File: src/cx_pkg.sv
package cx_pkg;

  // --------------------------------------------------------------------------
  // Instruction word layout
  // --------------------------------------------------------------------------
  localparam logic [1:0] GRP_ALU = 2'h0;
  localparam logic [1:0] GRP_BIT = 2'h1;
  localparam logic [1:0] GRP_BR = 2'h2;
  localparam logic [1:0] GRP_CALL = 2'h3;

  localparam logic [5:0] OP_NOP = 6'h00, OP_ADDC_A = 6'h01, OP_ADDC_M = 6'h02;
  localparam logic [5:0] OP_ADD_A = 6'h03, OP_ADD_M = 6'h04, OP_BZSUM_M = 6'h05;
  localparam logic [5:0] OP_ADD_I = 6'h06, OP_SUBB_A = 6'h07, OP_SUBB_M = 6'h08;
  localparam logic [5:0] OP_SUB_A = 6'h09, OP_SUB_M = 6'h0A, OP_SUB_I = 6'h0B;
  localparam logic [5:0] OP_AND_A = 6'h0C, OP_AND_M = 6'h0D, OP_AND_I = 6'h0E;
  localparam logic [5:0] OP_OR_A = 6'h0F, OP_OR_M = 6'h10, OP_OR_I = 6'h11;
  localparam logic [5:0] OP_XOR_A = 6'h12, OP_XOR_M = 6'h13, OP_XOR_I = 6'h14;
  localparam logic [5:0] OP_NIB_A = 6'h15, OP_NIB_M = 6'h16, OP_ROR_A = 6'h17;
  localparam logic [5:0] OP_ROR_M = 6'h18, OP_ROL_A = 6'h19, OP_ROL_M = 6'h1A;
  localparam logic [5:0] OP_CMPSK_I = 6'h1B, OP_CMPSK_M = 6'h1C, OP_INCSK_A = 6'h1D;
  localparam logic [5:0] OP_INCSK_M = 6'h1E, OP_DECSK_A = 6'h1F, OP_DECSK_M = 6'h20;
  localparam logic [5:0] OP_RET = 6'h21, OP_IRET = 6'h22, OP_SAVE = 6'h23;
  localparam logic [5:0] OP_RESTORE = 6'h24, OP_LOOKUP = 6'h25;

  // Bit group sub-op field: value, bank-zero and test bits.
  localparam int BSUB_VAL = 0;
  localparam int BSUB_BANK0 = 1;
  localparam int BSUB_TEST = 2;

  // Operand addresses at or above this are system registers.
  localparam logic [7:0] SYS_BASE = 8'h80;

  // --------------------------------------------------------------------------
  // Flag byte and bus register map
  // --------------------------------------------------------------------------
  localparam int FLAG_C = 0;
  localparam int FLAG_Z = 2;
  localparam int FLAG_PD = 6;
  localparam int FLAG_WDT = 7;

  localparam logic [7:0] CTRL_OFS = 8'h00;
  localparam logic [7:0] PTR_OFS = 8'h04;
  localparam logic [7:0] STAT_OFS = 8'h08;

  localparam int CTRL_RUN = 0;
  localparam int CTRL_PAGE = 1;
  localparam int CTRL_BANK = 4;
  localparam int CTRL_GIE = 8;
  localparam int PTR_LO = 0;
  localparam int PTR_HI = 8;
  localparam int PTR_R = 16;
  localparam int SR_WREG = 0;
  localparam int SR_FLAG = 8;
  localparam int SR_PC = 16;

  localparam logic RUN_RST = 1'b0;
  localparam logic [15:0] PC_RST = 16'h0000;
  localparam logic [7:0] BYTE_RST = 8'h00;

  typedef enum logic [1:0] {ST_FILL, ST_EXEC, ST_WRITE, ST_SKIP} exec_state_t;

endpackage : cx_pkg

File: src/cpu_instruction_execute.sv
// The AHB-Lite interface to the registers and the register addresses were decided locally.
`timescale 1ns/1ns
module cpu_instruction_execute #(
  parameter int STACK_DEPTH = 8 // Stack levels, a power of two.
) (
  input wire logic CLK_I, // System clock.
  input wire logic SYS_RST_I, // Synchronous reset, active high.
  input wire logic HSEL_I, // Slave select.
  input wire logic [31:0] HADDR_I, // Byte address.
  input wire logic [1:0] HTRANS_I, // Transfer type.
  input wire logic HWRITE_I, // Write when high.
  input wire logic [2:0] HSIZE_I, // Transfer size, word only.
  input wire logic [31:0] HWDATA_I, // Write data.
  input wire logic HREADY_I, // Bus ready.
  output logic [31:0] HRDATA_O, // Read data.
  output logic HREADYOUT_O, // Slave ready, always high.
  output logic HRESP_O, // Always OKAY.
  output logic [15:0] ROM_ADDR_O, // Program ROM address.
  input wire logic [15:0] ROM_DATA_I, // Program ROM word, same cycle.
  output logic [9:0] MEM_ADDR_O, // Data memory address, bank and offset.
  input wire logic [7:0] MEM_RDATA_I, // Data memory read, same cycle.
  output logic [7:0] MEM_WDATA_O, // Data memory write data.
  output logic MEM_WE_O, // Data memory write enable.
  input wire logic WATCHDOG_TIMEOUT_STATUS_I, // Status bit from reset logic.
  input wire logic POWERDOWN_STATUS_I, // Status bit from reset logic.
  output logic GIE_O // Global interrupt enable.
);

  localparam int SPW = $clog2(STACK_DEPTH);

  function automatic logic [8:0] add9(input logic [7:0] a, input logic [7:0] b,
                                      input logic ci);
    add9 = {1'b0, a} + {1'b0, b} + {8'h00, ci};
  endfunction : add9

  function automatic logic [8:0] sub9(input logic [7:0] a, input logic [7:0] b,
                                      input logic bi);
    sub9 = {1'b0, a} - {1'b0, b} - {8'h00, bi};
  endfunction : sub9

  cx_pkg::exec_state_t state_q, state_d;
  logic [15:0] ir_q, pc_q;
  logic [7:0] wreg_q, sh_wreg_q, ptr_hi_q, ptr_lo_q, r_q, waddr_lo_q, wdata_q;
  logic [1:0] waddr_bk_q, page_q, bank_q;
  logic c_q, z_q, sh_c_q, sh_z_q, gie_q, run_q, skip_pend_q;
  logic [15:0] stk_q [STACK_DEPTH];
  logic [SPW-1:0] sp_q;
  logic [7:0] res, flag_w;
  logic c_n;

  // --------------------------------------------------------------------------
  // Decode
  // --------------------------------------------------------------------------
  wire [1:0] grp = ir_q[15:14];
  wire [5:0] op = ir_q[13:8];
  wire [2:0] bsub = ir_q[13:11];
  wire [2:0] bidx = ir_q[10:8];
  wire [7:0] opnd = ir_q[7:0];
  wire alu = grp == cx_pkg::GRP_ALU;
  wire bit_op = grp == cx_pkg::GRP_BIT;
  wire exec = run_q && state_q == cx_pkg::ST_EXEC;

  wire imm_f = alu && op inside {cx_pkg::OP_ADD_I, cx_pkg::OP_SUB_I, cx_pkg::OP_AND_I,
    cx_pkg::OP_OR_I, cx_pkg::OP_XOR_I, cx_pkg::OP_CMPSK_I};
  wire mem_dst = (bit_op && !bsub[cx_pkg::BSUB_TEST]) || (alu && op inside {
    cx_pkg::OP_ADDC_M, cx_pkg::OP_ADD_M, cx_pkg::OP_BZSUM_M, cx_pkg::OP_SUBB_M,
    cx_pkg::OP_SUB_M, cx_pkg::OP_AND_M, cx_pkg::OP_OR_M, cx_pkg::OP_XOR_M,
    cx_pkg::OP_NIB_M, cx_pkg::OP_ROR_M, cx_pkg::OP_ROL_M, cx_pkg::OP_INCSK_M,
    cx_pkg::OP_DECSK_M});
  wire wreg_dst = alu && op inside {cx_pkg::OP_ADDC_A, cx_pkg::OP_ADD_A, cx_pkg::OP_ADD_I,
    cx_pkg::OP_SUBB_A, cx_pkg::OP_SUB_A, cx_pkg::OP_SUB_I, cx_pkg::OP_AND_A,
    cx_pkg::OP_AND_I, cx_pkg::OP_OR_A, cx_pkg::OP_OR_I, cx_pkg::OP_XOR_A,
    cx_pkg::OP_XOR_I, cx_pkg::OP_NIB_A, cx_pkg::OP_ROR_A, cx_pkg::OP_ROL_A,
    cx_pkg::OP_INCSK_A, cx_pkg::OP_DECSK_A};
  wire use_c = alu && op inside {cx_pkg::OP_ADDC_A, cx_pkg::OP_ADDC_M,
    cx_pkg::OP_SUBB_A, cx_pkg::OP_SUBB_M};
  wire is_add = alu && op inside {cx_pkg::OP_ADDC_A, cx_pkg::OP_ADDC_M, cx_pkg::OP_ADD_A,
    cx_pkg::OP_ADD_M, cx_pkg::OP_BZSUM_M, cx_pkg::OP_ADD_I};
  wire is_cmp = alu && op inside {cx_pkg::OP_CMPSK_I, cx_pkg::OP_CMPSK_M};
  wire is_sub = is_cmp || (alu && op inside {cx_pkg::OP_SUBB_A, cx_pkg::OP_SUBB_M,
    cx_pkg::OP_SUB_A, cx_pkg::OP_SUB_M, cx_pkg::OP_SUB_I});
  wire is_logic = alu && op inside {cx_pkg::OP_AND_A, cx_pkg::OP_AND_M, cx_pkg::OP_AND_I,
    cx_pkg::OP_OR_A, cx_pkg::OP_OR_M, cx_pkg::OP_OR_I, cx_pkg::OP_XOR_A,
    cx_pkg::OP_XOR_M, cx_pkg::OP_XOR_I};
  wire is_ror = alu && op inside {cx_pkg::OP_ROR_A, cx_pkg::OP_ROR_M};
  wire is_rol = alu && op inside {cx_pkg::OP_ROL_A, cx_pkg::OP_ROL_M};
  wire is_incdec = alu && op inside {cx_pkg::OP_INCSK_A, cx_pkg::OP_INCSK_M,
    cx_pkg::OP_DECSK_A, cx_pkg::OP_DECSK_M};
  wire is_ret = alu && op inside {cx_pkg::OP_RET, cx_pkg::OP_IRET};
  wire is_look = alu && op == cx_pkg::OP_LOOKUP;
  wire is_save = alu && op == cx_pkg::OP_SAVE;
  wire is_rest = alu && op == cx_pkg::OP_RESTORE;

  // Bank-zero forms ignore the current bank select.
  wire bank0 = bit_op ? bsub[cx_pkg::BSUB_BANK0] : (alu && op == cx_pkg::OP_BZSUM_M);
  wire [9:0] maddr = {bank0 ? 2'b00 : bank_q, opnd};

  // --------------------------------------------------------------------------
  // Datapath
  // --------------------------------------------------------------------------
  wire [7:0] bval = imm_f ? opnd : MEM_RDATA_I;
  wire [8:0] sum_w = add9(wreg_q, bval, use_c && c_q);
  wire [8:0] dif_w = sub9(wreg_q, bval, use_c && !c_q);
  wire [8:0] inc_w = add9(MEM_RDATA_I, 8'h00, 1'b1);
  wire [8:0] dec_w = sub9(MEM_RDATA_I, 8'h00, 1'b1);
  always_comb begin
    res = MEM_RDATA_I;
    if (bit_op) begin
      res[bidx] = bsub[cx_pkg::BSUB_VAL];
    end else if (is_add) begin
      res = sum_w[7:0];
    end else if (is_sub) begin
      res = dif_w[7:0];
    end else if (alu) begin
      case (op)
        cx_pkg::OP_AND_A, cx_pkg::OP_AND_M, cx_pkg::OP_AND_I: res = wreg_q & bval;
        cx_pkg::OP_OR_A, cx_pkg::OP_OR_M, cx_pkg::OP_OR_I: res = wreg_q | bval;
        cx_pkg::OP_XOR_A, cx_pkg::OP_XOR_M, cx_pkg::OP_XOR_I: res = wreg_q ^ bval;
        cx_pkg::OP_NIB_A, cx_pkg::OP_NIB_M: res = {MEM_RDATA_I[3:0], MEM_RDATA_I[7:4]};
        cx_pkg::OP_ROR_A, cx_pkg::OP_ROR_M: res = {c_q, MEM_RDATA_I[7:1]};
        cx_pkg::OP_ROL_A, cx_pkg::OP_ROL_M: res = {MEM_RDATA_I[6:0], c_q};
        cx_pkg::OP_INCSK_A, cx_pkg::OP_INCSK_M: res = inc_w[7:0];
        cx_pkg::OP_DECSK_A, cx_pkg::OP_DECSK_M: res = dec_w[7:0];
        default: res = MEM_RDATA_I;
      endcase
    end
  end
  // Carry high means no borrow on the subtract side.
  wire c_wr = is_add || is_sub || is_ror || is_rol;
  assign c_n = is_add ? sum_w[8] : is_sub ? !dif_w[8] : is_ror ? MEM_RDATA_I[0] :
               MEM_RDATA_I[7];
  wire z_wr = is_add || is_sub || is_logic;
  wire skip_w = (is_cmp && dif_w[7:0] == 8'h00) ||
                (is_incdec && res == 8'h00) ||
                (bit_op && bsub[cx_pkg::BSUB_TEST] &&
                 MEM_RDATA_I[bidx] == bsub[cx_pkg::BSUB_VAL]);

  // --------------------------------------------------------------------------
  // Sequencer
  // --------------------------------------------------------------------------
  // RAM results are written from flops one cycle later; system registers are
  // written in the executing cycle so no time is added.
  wire is_sys = opnd >= cx_pkg::SYS_BASE;
  wire ram_wr = exec && mem_dst && !is_sys;
  wire sys_wr = exec && mem_dst && is_sys;
  wire redirect = exec && (grp[1] || is_ret || is_look);
  wire advance = run_q && !(state_q == cx_pkg::ST_EXEC && (redirect || ram_wr));
  wire [SPW-1:0] sp_dn = sp_q - 1'b1;
  wire [15:0] pc_tgt = grp[1] ? {page_q, ir_q[13:0]} : stk_q[sp_dn];

  always_comb begin
    state_d = state_q;
    if (run_q) begin
      case (state_q)
        cx_pkg::ST_EXEC: state_d = redirect ? cx_pkg::ST_FILL : ram_wr ? cx_pkg::ST_WRITE :
                                   skip_w ? cx_pkg::ST_SKIP : cx_pkg::ST_EXEC;
        cx_pkg::ST_WRITE: state_d = skip_pend_q ? cx_pkg::ST_SKIP : cx_pkg::ST_EXEC;
        default: state_d = cx_pkg::ST_EXEC;
      endcase
    end
  end
  // A pending skip is held while the core is stopped, so it survives a pause.
  always_ff @(posedge CLK_I) begin
    if (SYS_RST_I) begin
      state_q <= cx_pkg::ST_FILL;
      skip_pend_q <= 1'b0;
    end else begin
      state_q <= state_d;
      skip_pend_q <= run_q ? ram_wr && skip_w : skip_pend_q;
    end
  end

  // A skipped word is loaded into ir_q and then overwritten unexecuted.
  always_ff @(posedge CLK_I) begin
    if (SYS_RST_I) begin
      pc_q <= cx_pkg::PC_RST;
      ir_q <= cx_pkg::PC_RST;
    end else if (redirect && !is_look) begin
      pc_q <= pc_tgt;
    end else if (advance) begin
      pc_q <= pc_q + 16'h0001;
      ir_q <= ROM_DATA_I;
    end
  end
  always_ff @(posedge CLK_I) begin
    if (ram_wr) begin
      waddr_bk_q <= maddr[9:8];
      waddr_lo_q <= maddr[7:0];
      wdata_q <= res;
    end
  end

  // --------------------------------------------------------------------------
  // Stack and architectural registers
  // --------------------------------------------------------------------------
  // The stack wraps silently; deeper nesting overwrites the oldest return.
  always_ff @(posedge CLK_I) begin
    if (exec && grp == cx_pkg::GRP_CALL) begin
      stk_q[sp_q] <= pc_q;
    end
  end
  always_ff @(posedge CLK_I) begin
    if (SYS_RST_I) begin
      sp_q <= '0;
    end else if (exec && grp == cx_pkg::GRP_CALL) begin
      sp_q <= sp_q + 1'b1;
    end else if (exec && is_ret) begin
      sp_q <= sp_dn;
    end
  end
  always_ff @(posedge CLK_I) begin
    if (SYS_RST_I) begin
      wreg_q <= cx_pkg::BYTE_RST;
    end else if (exec && wreg_dst) begin
      wreg_q <= res;
    end else if (exec && is_look) begin
      wreg_q <= ROM_DATA_I[7:0];
    end else if (exec && is_rest) begin
      wreg_q <= sh_wreg_q;
    end
  end
  always_ff @(posedge CLK_I) begin
    if (SYS_RST_I) begin
      c_q <= 1'b0;
      z_q <= 1'b0;
    end else if (exec && is_rest) begin
      c_q <= sh_c_q;
      z_q <= sh_z_q;
    end else if (exec) begin
      c_q <= c_wr ? c_n : c_q;
      z_q <= z_wr ? res == 8'h00 : z_q;
    end
  end

  // Only the working register and the carry and zero flags are shadowed; the status bits stay live.
  always_ff @(posedge CLK_I) begin
    if (SYS_RST_I) begin
      sh_wreg_q <= cx_pkg::BYTE_RST;
      sh_c_q <= 1'b0;
      sh_z_q <= 1'b0;
    end else if (exec && is_save) begin
      sh_wreg_q <= wreg_q;
      sh_c_q <= c_q;
      sh_z_q <= z_q;
    end
  end

  // --------------------------------------------------------------------------
  // Bus slave
  // --------------------------------------------------------------------------
  logic wr_pend_q, rd_pend_q;
  logic [7:0] bus_addr_q;
  logic [31:0] ctrl_w, ptr_w, stat_w, rd_mux;
  wire bus_take = HSEL_I && HREADY_I && HTRANS_I[1];
  wire wr_ctrl = wr_pend_q && bus_addr_q == cx_pkg::CTRL_OFS;
  wire wr_ptr = wr_pend_q && bus_addr_q == cx_pkg::PTR_OFS;

  always_ff @(posedge CLK_I) begin
    if (SYS_RST_I) begin
      wr_pend_q <= 1'b0;
      rd_pend_q <= 1'b0;
      bus_addr_q <= cx_pkg::BYTE_RST;
    end else begin
      wr_pend_q <= bus_take && HWRITE_I;
      rd_pend_q <= bus_take && !HWRITE_I;
      bus_addr_q <= bus_take ? HADDR_I[7:0] : bus_addr_q;
    end
  end

  // A hardware update in the same cycle as a bus write wins.
  always_ff @(posedge CLK_I) begin
    if (SYS_RST_I) begin
      run_q <= cx_pkg::RUN_RST;
      page_q <= 2'b00;
      bank_q <= 2'b00;
      gie_q <= 1'b0;
    end else begin
      run_q <= wr_ctrl ? HWDATA_I[cx_pkg::CTRL_RUN] : run_q;
      page_q <= wr_ctrl ? HWDATA_I[cx_pkg::CTRL_PAGE +: 2] : page_q;
      bank_q <= wr_ctrl ? HWDATA_I[cx_pkg::CTRL_BANK +: 2] : bank_q;
      gie_q <= (exec && alu && op == cx_pkg::OP_IRET) ||
               (wr_ctrl ? HWDATA_I[cx_pkg::CTRL_GIE] : gie_q);
    end
  end
  always_ff @(posedge CLK_I) begin
    if (SYS_RST_I) begin
      ptr_hi_q <= cx_pkg::BYTE_RST;
      ptr_lo_q <= cx_pkg::BYTE_RST;
      r_q <= cx_pkg::BYTE_RST;
    end else begin
      ptr_hi_q <= wr_ptr ? HWDATA_I[cx_pkg::PTR_HI +: 8] : ptr_hi_q;
      ptr_lo_q <= wr_ptr ? HWDATA_I[cx_pkg::PTR_LO +: 8] : ptr_lo_q;
      r_q <= (exec && is_look) ? ROM_DATA_I[15:8] :
             wr_ptr ? HWDATA_I[cx_pkg::PTR_R +: 8] : r_q;
    end
  end
  always_comb begin
    flag_w = 8'h00;
    flag_w[cx_pkg::FLAG_C] = c_q;
    flag_w[cx_pkg::FLAG_Z] = z_q;
    flag_w[cx_pkg::FLAG_PD] = POWERDOWN_STATUS_I;
    flag_w[cx_pkg::FLAG_WDT] = WATCHDOG_TIMEOUT_STATUS_I;
    ctrl_w = 32'h0000_0000;
    ctrl_w[cx_pkg::CTRL_RUN] = run_q;
    ctrl_w[cx_pkg::CTRL_PAGE +: 2] = page_q;
    ctrl_w[cx_pkg::CTRL_BANK +: 2] = bank_q;
    ctrl_w[cx_pkg::CTRL_GIE] = gie_q;
    ptr_w = 32'h0000_0000;
    ptr_w[cx_pkg::PTR_LO +: 8] = ptr_lo_q;
    ptr_w[cx_pkg::PTR_HI +: 8] = ptr_hi_q;
    ptr_w[cx_pkg::PTR_R +: 8] = r_q;
    stat_w = 32'h0000_0000;
    stat_w[cx_pkg::SR_WREG +: 8] = wreg_q;
    stat_w[cx_pkg::SR_FLAG +: 8] = flag_w;
    stat_w[cx_pkg::SR_PC +: 16] = pc_q;
  end
  assign rd_mux = bus_addr_q == cx_pkg::CTRL_OFS ? ctrl_w :
                  bus_addr_q == cx_pkg::PTR_OFS ? ptr_w :
                  bus_addr_q == cx_pkg::STAT_OFS ? stat_w : 32'h0000_0000;
  assign HRDATA_O = rd_pend_q ? rd_mux : 32'h0000_0000;
  assign HREADYOUT_O = 1'b1;
  assign HRESP_O = 1'b0;

  // --------------------------------------------------------------------------
  // Memory and ROM ports
  // --------------------------------------------------------------------------
  wire in_write = run_q && state_q == cx_pkg::ST_WRITE;
  assign ROM_ADDR_O = (exec && is_look) ? {ptr_hi_q, ptr_lo_q} : pc_q;
  assign MEM_ADDR_O = in_write ? {waddr_bk_q, waddr_lo_q} : maddr;
  assign MEM_WDATA_O = in_write ? wdata_q : res;
  assign MEM_WE_O = sys_wr || in_write;
  assign GIE_O = gie_q;
endmodule : cpu_instruction_execute

File: config.mk
export PLATFORM = sky130hd
export DESIGN_NAME = cpu_instruction_execute
export DESIGN_NICKNAME = d
export VERILOG_FILES = /design/src/cx_pkg.sv /design/src/cpu_instruction_execute.sv
export SDC_FILE = /design/constraint.sdc
export NUM_CORES = 1
export LEC_CHECK = 0
export ABC_CLOCK_PERIOD_IN_PS = 6800
export BUFFER_PORTS_ARGS = -buffer_cell sky130_fd_sc_hd__buf_2
export CORE_MARGIN = 2
export CORE_UTILIZATION = 60
export CTS_CLUSTER_DIAMETER = 50
export DETAILED_ROUTE_END_ITERATION = 12
export HOLD_SLACK_MARGIN = 0.12
export PLACE_DENSITY = 0.84
export SLEW_MARGIN = 20
export SYNTH_ARGS = -nofsm -noshare
export SYNTH_HDL_FRONTEND = slang
export SYNTH_SLANG_ARGS = --single-unit
export TNS_END_PERCENT = 1
File: constraint.sdc
create_clock -name CLK_I -period 6.8 [get_ports CLK_I]
set_input_delay 0.68 -clock CLK_I [delete_from_list [all_inputs] [get_ports CLK_I]]
set_output_delay 0.68 -clock CLK_I [all_outputs]
set_load 0.01 [all_outputs]
==> results.cfg, run 1 <==
[synth]
synth_top_cell_area_share_pct = 33.12
synth-async-reset-ratio_pct = 0
syn_nets = 1482
synth-seq-cells = 244
synth_commonest_cells = nand2_1 (222), edfxtp_1 (146), nor2_1 (145)
ys_types = 79
synth_area_um2 = 13240
yosysMostFrequentCell = nand2_1
yosys.area.top_type = edfxtp_1
synth-seq-area-share_pct = 47.93
ys.flop_type = edfxtp_1
synth_edf_count = 146
avgSynthCellArea_um2 = 9.902
yosys_warnings = 0
synthCells = 1337
synth.top_cells.by_area = edfxtp_1 (33%), dfxtp_1 (15%), nand2_1 (6.3%), mux4_2 (5.8%), nor2_1 (4.1%)

[routing]
via_per_inst = 6.549
dr_total_vias = 11343
final_antenna_net_count = 0
first_pass_iters = 6
drt-initial-drc-count = 1415
avgRoutedWirePerCell_um = 23.57
drcViolationCount = 0
wirelength_um = 40820

[worst_hold_path]
hold_class = input port to flip-flop

[worst_setup_path]
r2r-end = z_q$_SDFFE_PP0P_
critPathCapture = MEM_WDATA_O[6]
worstPathCellList = nor3b_1 -> a21oi_1 -> o22a_1 -> mux2_4 -> xor2_1 -> ha_1 -> inv_1 -> ha_1 -> nor2_1 -> fa_1 -> a21boi_0 -> or4_1 -> o21ai_0 -> xnor2_1 -> a221oi_1 -> a22oi_1 -> nand2_1 -> nand2_1 -> buf_2
endpoint_kind = output port
cp_max_fo = 21
startpoint_type = flip-flop
cpMaxStageDelayCell = dfxtp_1
cp.required_ns = 6.12
crit_type = flip-flop to output port
r2r-start = ir_q[12]$_SDFFE_PP0P_
regToRegSetupSlack_ns = 0.96
arrival_ns = 5.76
cp-startpoint = ir_q[12]$_SDFFE_PP0P_
slowest_delay_ns = 0.86
rr_worst_depth = 19

[power_and_ir_drop]
powerDensity_nw_per_um2 = 211.2
leakagePower_uw = 0.005598
ir_drop_v = 0.0002672
power_uw = 3168

[die]
initial_core_util_pct = 60.85
die_y_um = 152.5
die_w_um = 152.5
design.die.area_um2 = 23270
row_count = 54
core_um2 = 21760
io_pins = 170

[clock_tree]
clkTransAtPathRegs_ns = 0.06
cts_buffers = 25
cts_buffer_depth = 3
cts-root-buf = clkbuf_16
cts_tree = yes
clk_latency_ns = 0.54
clock-sinks = 244
post_cts_resized = 0
postCtsHoldBufs = 0
cts_setup_buffers = 0
htree_levels = 1

[finish]
syn2layout_area_growth_pct = 13.27
multi_input_area_um2 = 6401
antennaDiodeCount = 0
regMostFlops = stk_q
stdcell_area_um2 = 15000
largest_register_ffs = 128
nets = 1578
layout-drive-gt1-share_pct = 18.80
top_regs = stk_q (128), ir_q (16), pc_q (16)
regArea_um2 = 6347
n_fill_cell = 1647

[placed_design]
io_buffers = 131
gp_congestion = 1.041
dpl.hpwl_um = 28010
place_area_um2 = 14110

[timing]
hold_ws_ns = 0.3409
setup_tns_ns = 0
final-setup-viol-count = 0
grt_setup_unrepaired = no
post-route-period-util_pct = 94.65
hold_viol = 0
max_freq_ghz = 0.1554
finClkSkew_ns = 0.02678
layout_min_cycle_time_ns = 6.436
tightest_slew_ns = 1.097
slew_headroom_pct = 26.86
finalMaxSlewViolations = 0

[global_routing]
grt_pass1_vias = 10667
grt.met3_usage_pct = 5.774
grt_util_met1_pct = 46.19
antenna_found_initial = 0
grtUsageTotal_pct = 34.41
grt_pass1_wl_um = 62630
grt_max_degree = 103
grtUsageMet2_pct = 56.41
busiest_layer = met2
overflow = 0

[outcome]
outcome = completed

[flow_run]
maxCapViolCount = 0
-- cell families (layout without fill, tap and decap cells) --
kind of cell | after synthesis | in the layout | synth area share (%)
AOI/OAI and AO/OA | 286 | 286 | 14.40
xor gates and xnor gates | 36 | 36 | 2.382
adders and majority gates | 45 | 45 | 4.480
buffers and inverters | 132 | 247 | 4.215
DFF | 244 | 244 | 47.93
muxes | 67 | 67 | 8.392
other | 2 | 2 | 0.05673
and+or+nand+nor | 525 | 525 | 18.14
-- metrics by stage --
step	worst slack (ns)	util [%]	cells
global placement	1.129	64.88	1686
detailed placement	1.125	64.88	1686
finish	0.3637	68.93	1732
global route	0.06105	68.93	1732
floorplan	2.325	-	1337
CTS	0.5030	68.90	1732
-- power breakdown --
part	switching (uW)	total, uW	internal (uW)
combinational	111	175	63.7
clock	590	1430	845
sequential	5.06	1560	1550
total	706	3170	2460
-- cell type report --
class	instances	area share, %
multi-input combinational	961	42.69
sequential	244	42.33
timing repair buffer	158	5.741
clock buffer	32	4.614
tap	280	2.336
clock inverter	14	1.218
inverter	43	1.076
-- cell usage in the layout, fill, tap and decap left out, types with 28 or more instances in the layout --
cell type / count
nand2_1: 222
edfxtp_1: 146
nor2_1: 145
buf_2: 130
dfxtp_1: 97
a21oi_1: 95
ha_1: 41
inv_1: 40
a211oi_1: 36
mux4_2: 34
buf_4: 28
-- worst min path at each step --
stage | endpoint | startpoint | depth (start not counted)
CTS | rd_pend_q$_SDFF_PP0_ | HWRITE_I | 2
global route | rd_pend_q$_SDFF_PP0_ | HWRITE_I | 2
floorplan | bus_addr_q[7]$_SDFFE_PP0P_ | bus_addr_q[7]$_SDFFE_PP0P_ | 2
finish | rd_pend_q$_SDFF_PP0_ | HWRITE_I | 2
detailed placement | bus_addr_q[7]$_SDFFE_PP0P_ | bus_addr_q[7]$_SDFFE_PP0P_ | 2
global placement | bus_addr_q[1]$_SDFFE_PP0P_ | bus_addr_q[1]$_SDFFE_PP0P_ | 2
-- worst max-delay path: cells and delay by family (launching register included) --
kind	cells	cell delay, ns
AO/OA/AOI/OAI	6	1.38
adder cells (fa/ha/maj)	3	0.78
flip-flops	1	0.86
XOR/XNOR	2	0.31
AND/OR/NAND/NOR	5	1.27
buffers and inverters	2	0.21
multiplexers	1	0.42
-- per-layer routing --
| layer | routed length (um) | share of wire [%] | vias to the layer above |
|---|---|---|---|
| li1 | - | - | 5056 |
| met1 | 15560 | 38 | 5400 |
| met2 | 19210 | 47 | 734 |
| met3 | 4013 | 9.8 | 153 |
| met4 | 2037 | 5.0 | 0 |
| met5 | 0 | 0 | - |
No activity file was read; power rests on OpenSTA's default activity.
==> run 2, diff against run 1 <==
==> constraint.sdc (replaced) <==
create_clock -name CLK_I -period 6.8 [get_ports CLK_I]
set_input_delay 1.02 -clock CLK_I [delete_from_list [all_inputs] [get_ports CLK_I]]
set_output_delay 1.02 -clock CLK_I [all_outputs]
set_load 0.01 [all_outputs]
==> run 2 against run 1 <==
Net effect: clock power is 4% lower; worst setup slack better by 0.065 ns; maximum frequency up 1.0%; hold slack better by 0.11 ns; first-iteration DRC count grew 4.0%; global-route usage decreased by 0.16 points; critical endpoint unchanged; largest power group unchanged.
==> results.cfg, run 2 (same netlist as run 1, synthesis figures left out) <==
[timing]
finalMaxSlewViolations = 0
hold_ws_ns = 0.4552
setup_tns_ns = 0
layout_min_cycle_time_ns = 6.371
slew_headroom_pct = 18.08
finClkSkew_ns = 0.02669
tightest_slew_ns = 1.219
hold_viol = 0
final-setup-viol-count = 0
grt_setup_unrepaired = no
post-route-period-util_pct = 93.69
max_freq_ghz = 0.1570

[worst_setup_path]
r2r-start = ir_q[9]$_SDFFE_PP0P_
rr_worst_depth = 21
startpoint_type = flip-flop
crit_type = flip-flop to output port
cpMaxStageDelayCell = dfxtp_1
worstPathCellList = buf_4 -> nand2b_1 -> nand3_1 -> a21oi_1 -> o211ai_1 -> nor2_1 -> xor2_1 -> ha_1 -> ha_1 -> nor2_1 -> fa_1 -> a21boi_0 -> or4_1 -> o21ai_0 -> xnor2_1 -> a221oi_1 -> a22oi_1 -> buf_4 -> nand2_1 -> nand2_1 -> buf_2
cp_max_fo = 20
arrival_ns = 5.35
regToRegSetupSlack_ns = 1.49
cp_num_buf_inv = 3
slowest_delay_ns = 0.86
crit_family = simple AND/OR/NAND/NOR gates
cp.required_ns = 5.78
endpoint_kind = output port
r2r-end = skip_pend_q$_SDFFE_PP0P_

[finish]
layout.cells.non_filler = 1735
layout-drive-gt1-share_pct = 18.50
top_regs = stk_q (128), ir_q (16), pc_q (16)
n_fill_cell = 1638
final_common_cell = nand2_1
nets = 1580
regMostFlops = stk_q
syn2layout_area_growth_pct = 12.98
layout_common_cells = nand2_1 (222), edfxtp_1 (146), nor2_1 (145), buf_2 (130), dfxtp_1 (97)
stdcell_area_um2 = 14960
largest_register_ffs = 128

[die]
design.die.area_um2 = 23270
initial_core_util_pct = 60.85
row_count = 54
core_um2 = 21760
io_pins = 170
die_w_um = 152.5
die_y_um = 152.5

[routing]
avgRoutedWirePerCell_um = 23.66
via_per_inst = 6.526
final_antenna_net_count = 0
wirelength_um = 41050
first_pass_iters = 6
drcViolationCount = 0
dr_total_vias = 11322
drt-initial-drc-count = 1472

[placed_design]
place_inst = 1688
gp_congestion = 1.069
place_area_um2 = 14140
io_buffers = 131
dpl.hpwl_um = 28370

[worst_hold_path]
whs_endpoint = bus_addr_q[7]$_SDFFE_PP0P_
holdPathStages = 2
hold_class = flip-flop to flip-flop
hp-start = bus_addr_q[7]$_SDFFE_PP0P_

[clock_tree]
postCtsHoldBufs = 0
clkTransAtPathRegs_ns = 0.06
clock-sinks = 244
cts_tree = yes
clk_latency_ns = 0.55
cts_buffer_depth = 3
post_cts_resized = 0
cts_setup_buffers = 0
cts_buffers = 25
htree_levels = 1
cts-root-buf = clkbuf_16

[global_routing]
grtUsageTotal_pct = 34.25
overflow = 0
busiest_layer = met2
grt_pass1_wl_um = 62370
grt_util_met1_pct = 46.75
grt_max_degree = 92
grtUsageMet2_pct = 56.67
antenna_found_initial = 0
grt_pass1_vias = 10583
grt.met3_usage_pct = 4.636

[power_and_ir_drop]
powerDensity_nw_per_um2 = 207.2
leakagePower_uw = 0.005573
ir_drop_v = 0.0002250

[flow_run]
maxCapViolCount = 0

[outcome]
outcome = completed
## run 2: worst max-delay path by stage
stage / to / slack [ns] / from / cells past startpoint
2_1_floorplan: MEM_WDATA_O[6] / 1.98 / MEM_RDATA_I[0] / 16
3_3_place_gp: MEM_WDATA_O[6] / 1.15 / ir_q[9]$_SDFFE_PP0P_ / 21
3_5_place_dp: MEM_WDATA_O[6] / 1.15 / ir_q[9]$_SDFFE_PP0P_ / 21
4_1_cts: MEM_WDATA_O[6] / 0.56 / ir_q[9]$_SDFFE_PP0P_ / 21
5_1_grt: MEM_WDATA_O[6] / 0.05 / ir_q[9]$_SDFFE_PP0P_ / 22
6_report: MEM_WDATA_O[6] / 0.43 / ir_q[9]$_SDFFE_PP0P_ / 21
## run 2: power by group
part / switching, uW / total [uW] / internal, uW
clock network: 589 / 1370 / 776
logic: 111 / 176 / 64.5
registers: 4.71 / 1560 / 1550
## run 2: layout make-up
class                      count  area, um2  area share [%]
multi-input combinational    961       6414           42.88
clock inverter                12      135.1          0.9035
clock buffer                  34      670.6           4.484
inverter                      43      161.4           1.079
timing repair buffer         160      875.8           5.856
antenna                        1      2.502         0.01673
tap                          280      350.3           2.342
sequential                   244       6347           42.44
## run 2: stage by stage
stage	util [%]	setup slack, ns	total power [uW]
floorplan	-	1.985	1688
global placement	65.00	1.150	1758
detailed placement	65.00	1.152	1760
CTS	68.71	0.5607	3094
global route	68.74	0.05180	3174
finish	68.75	0.4292	3099
## run 2: worst min-delay path: cells and delay by family (launching register included)
kind	cells	cell delay [ns]
flip-flops	1	0.31
AND/OR/NAND/NOR	1	0.05
AO/OA/AOI/OAI	1	0.05
## run 2: per-layer routing
| metal | vias up | part of all wire, % |
|---|---|---|
| li1 | 5063 | - |
| met1 | 5418 | 39 |
| met2 | 724 | 48 |
| met3 | 117 | 9.7 |
| met4 | 0 | 4.0 |
| met5 | - | 0 |
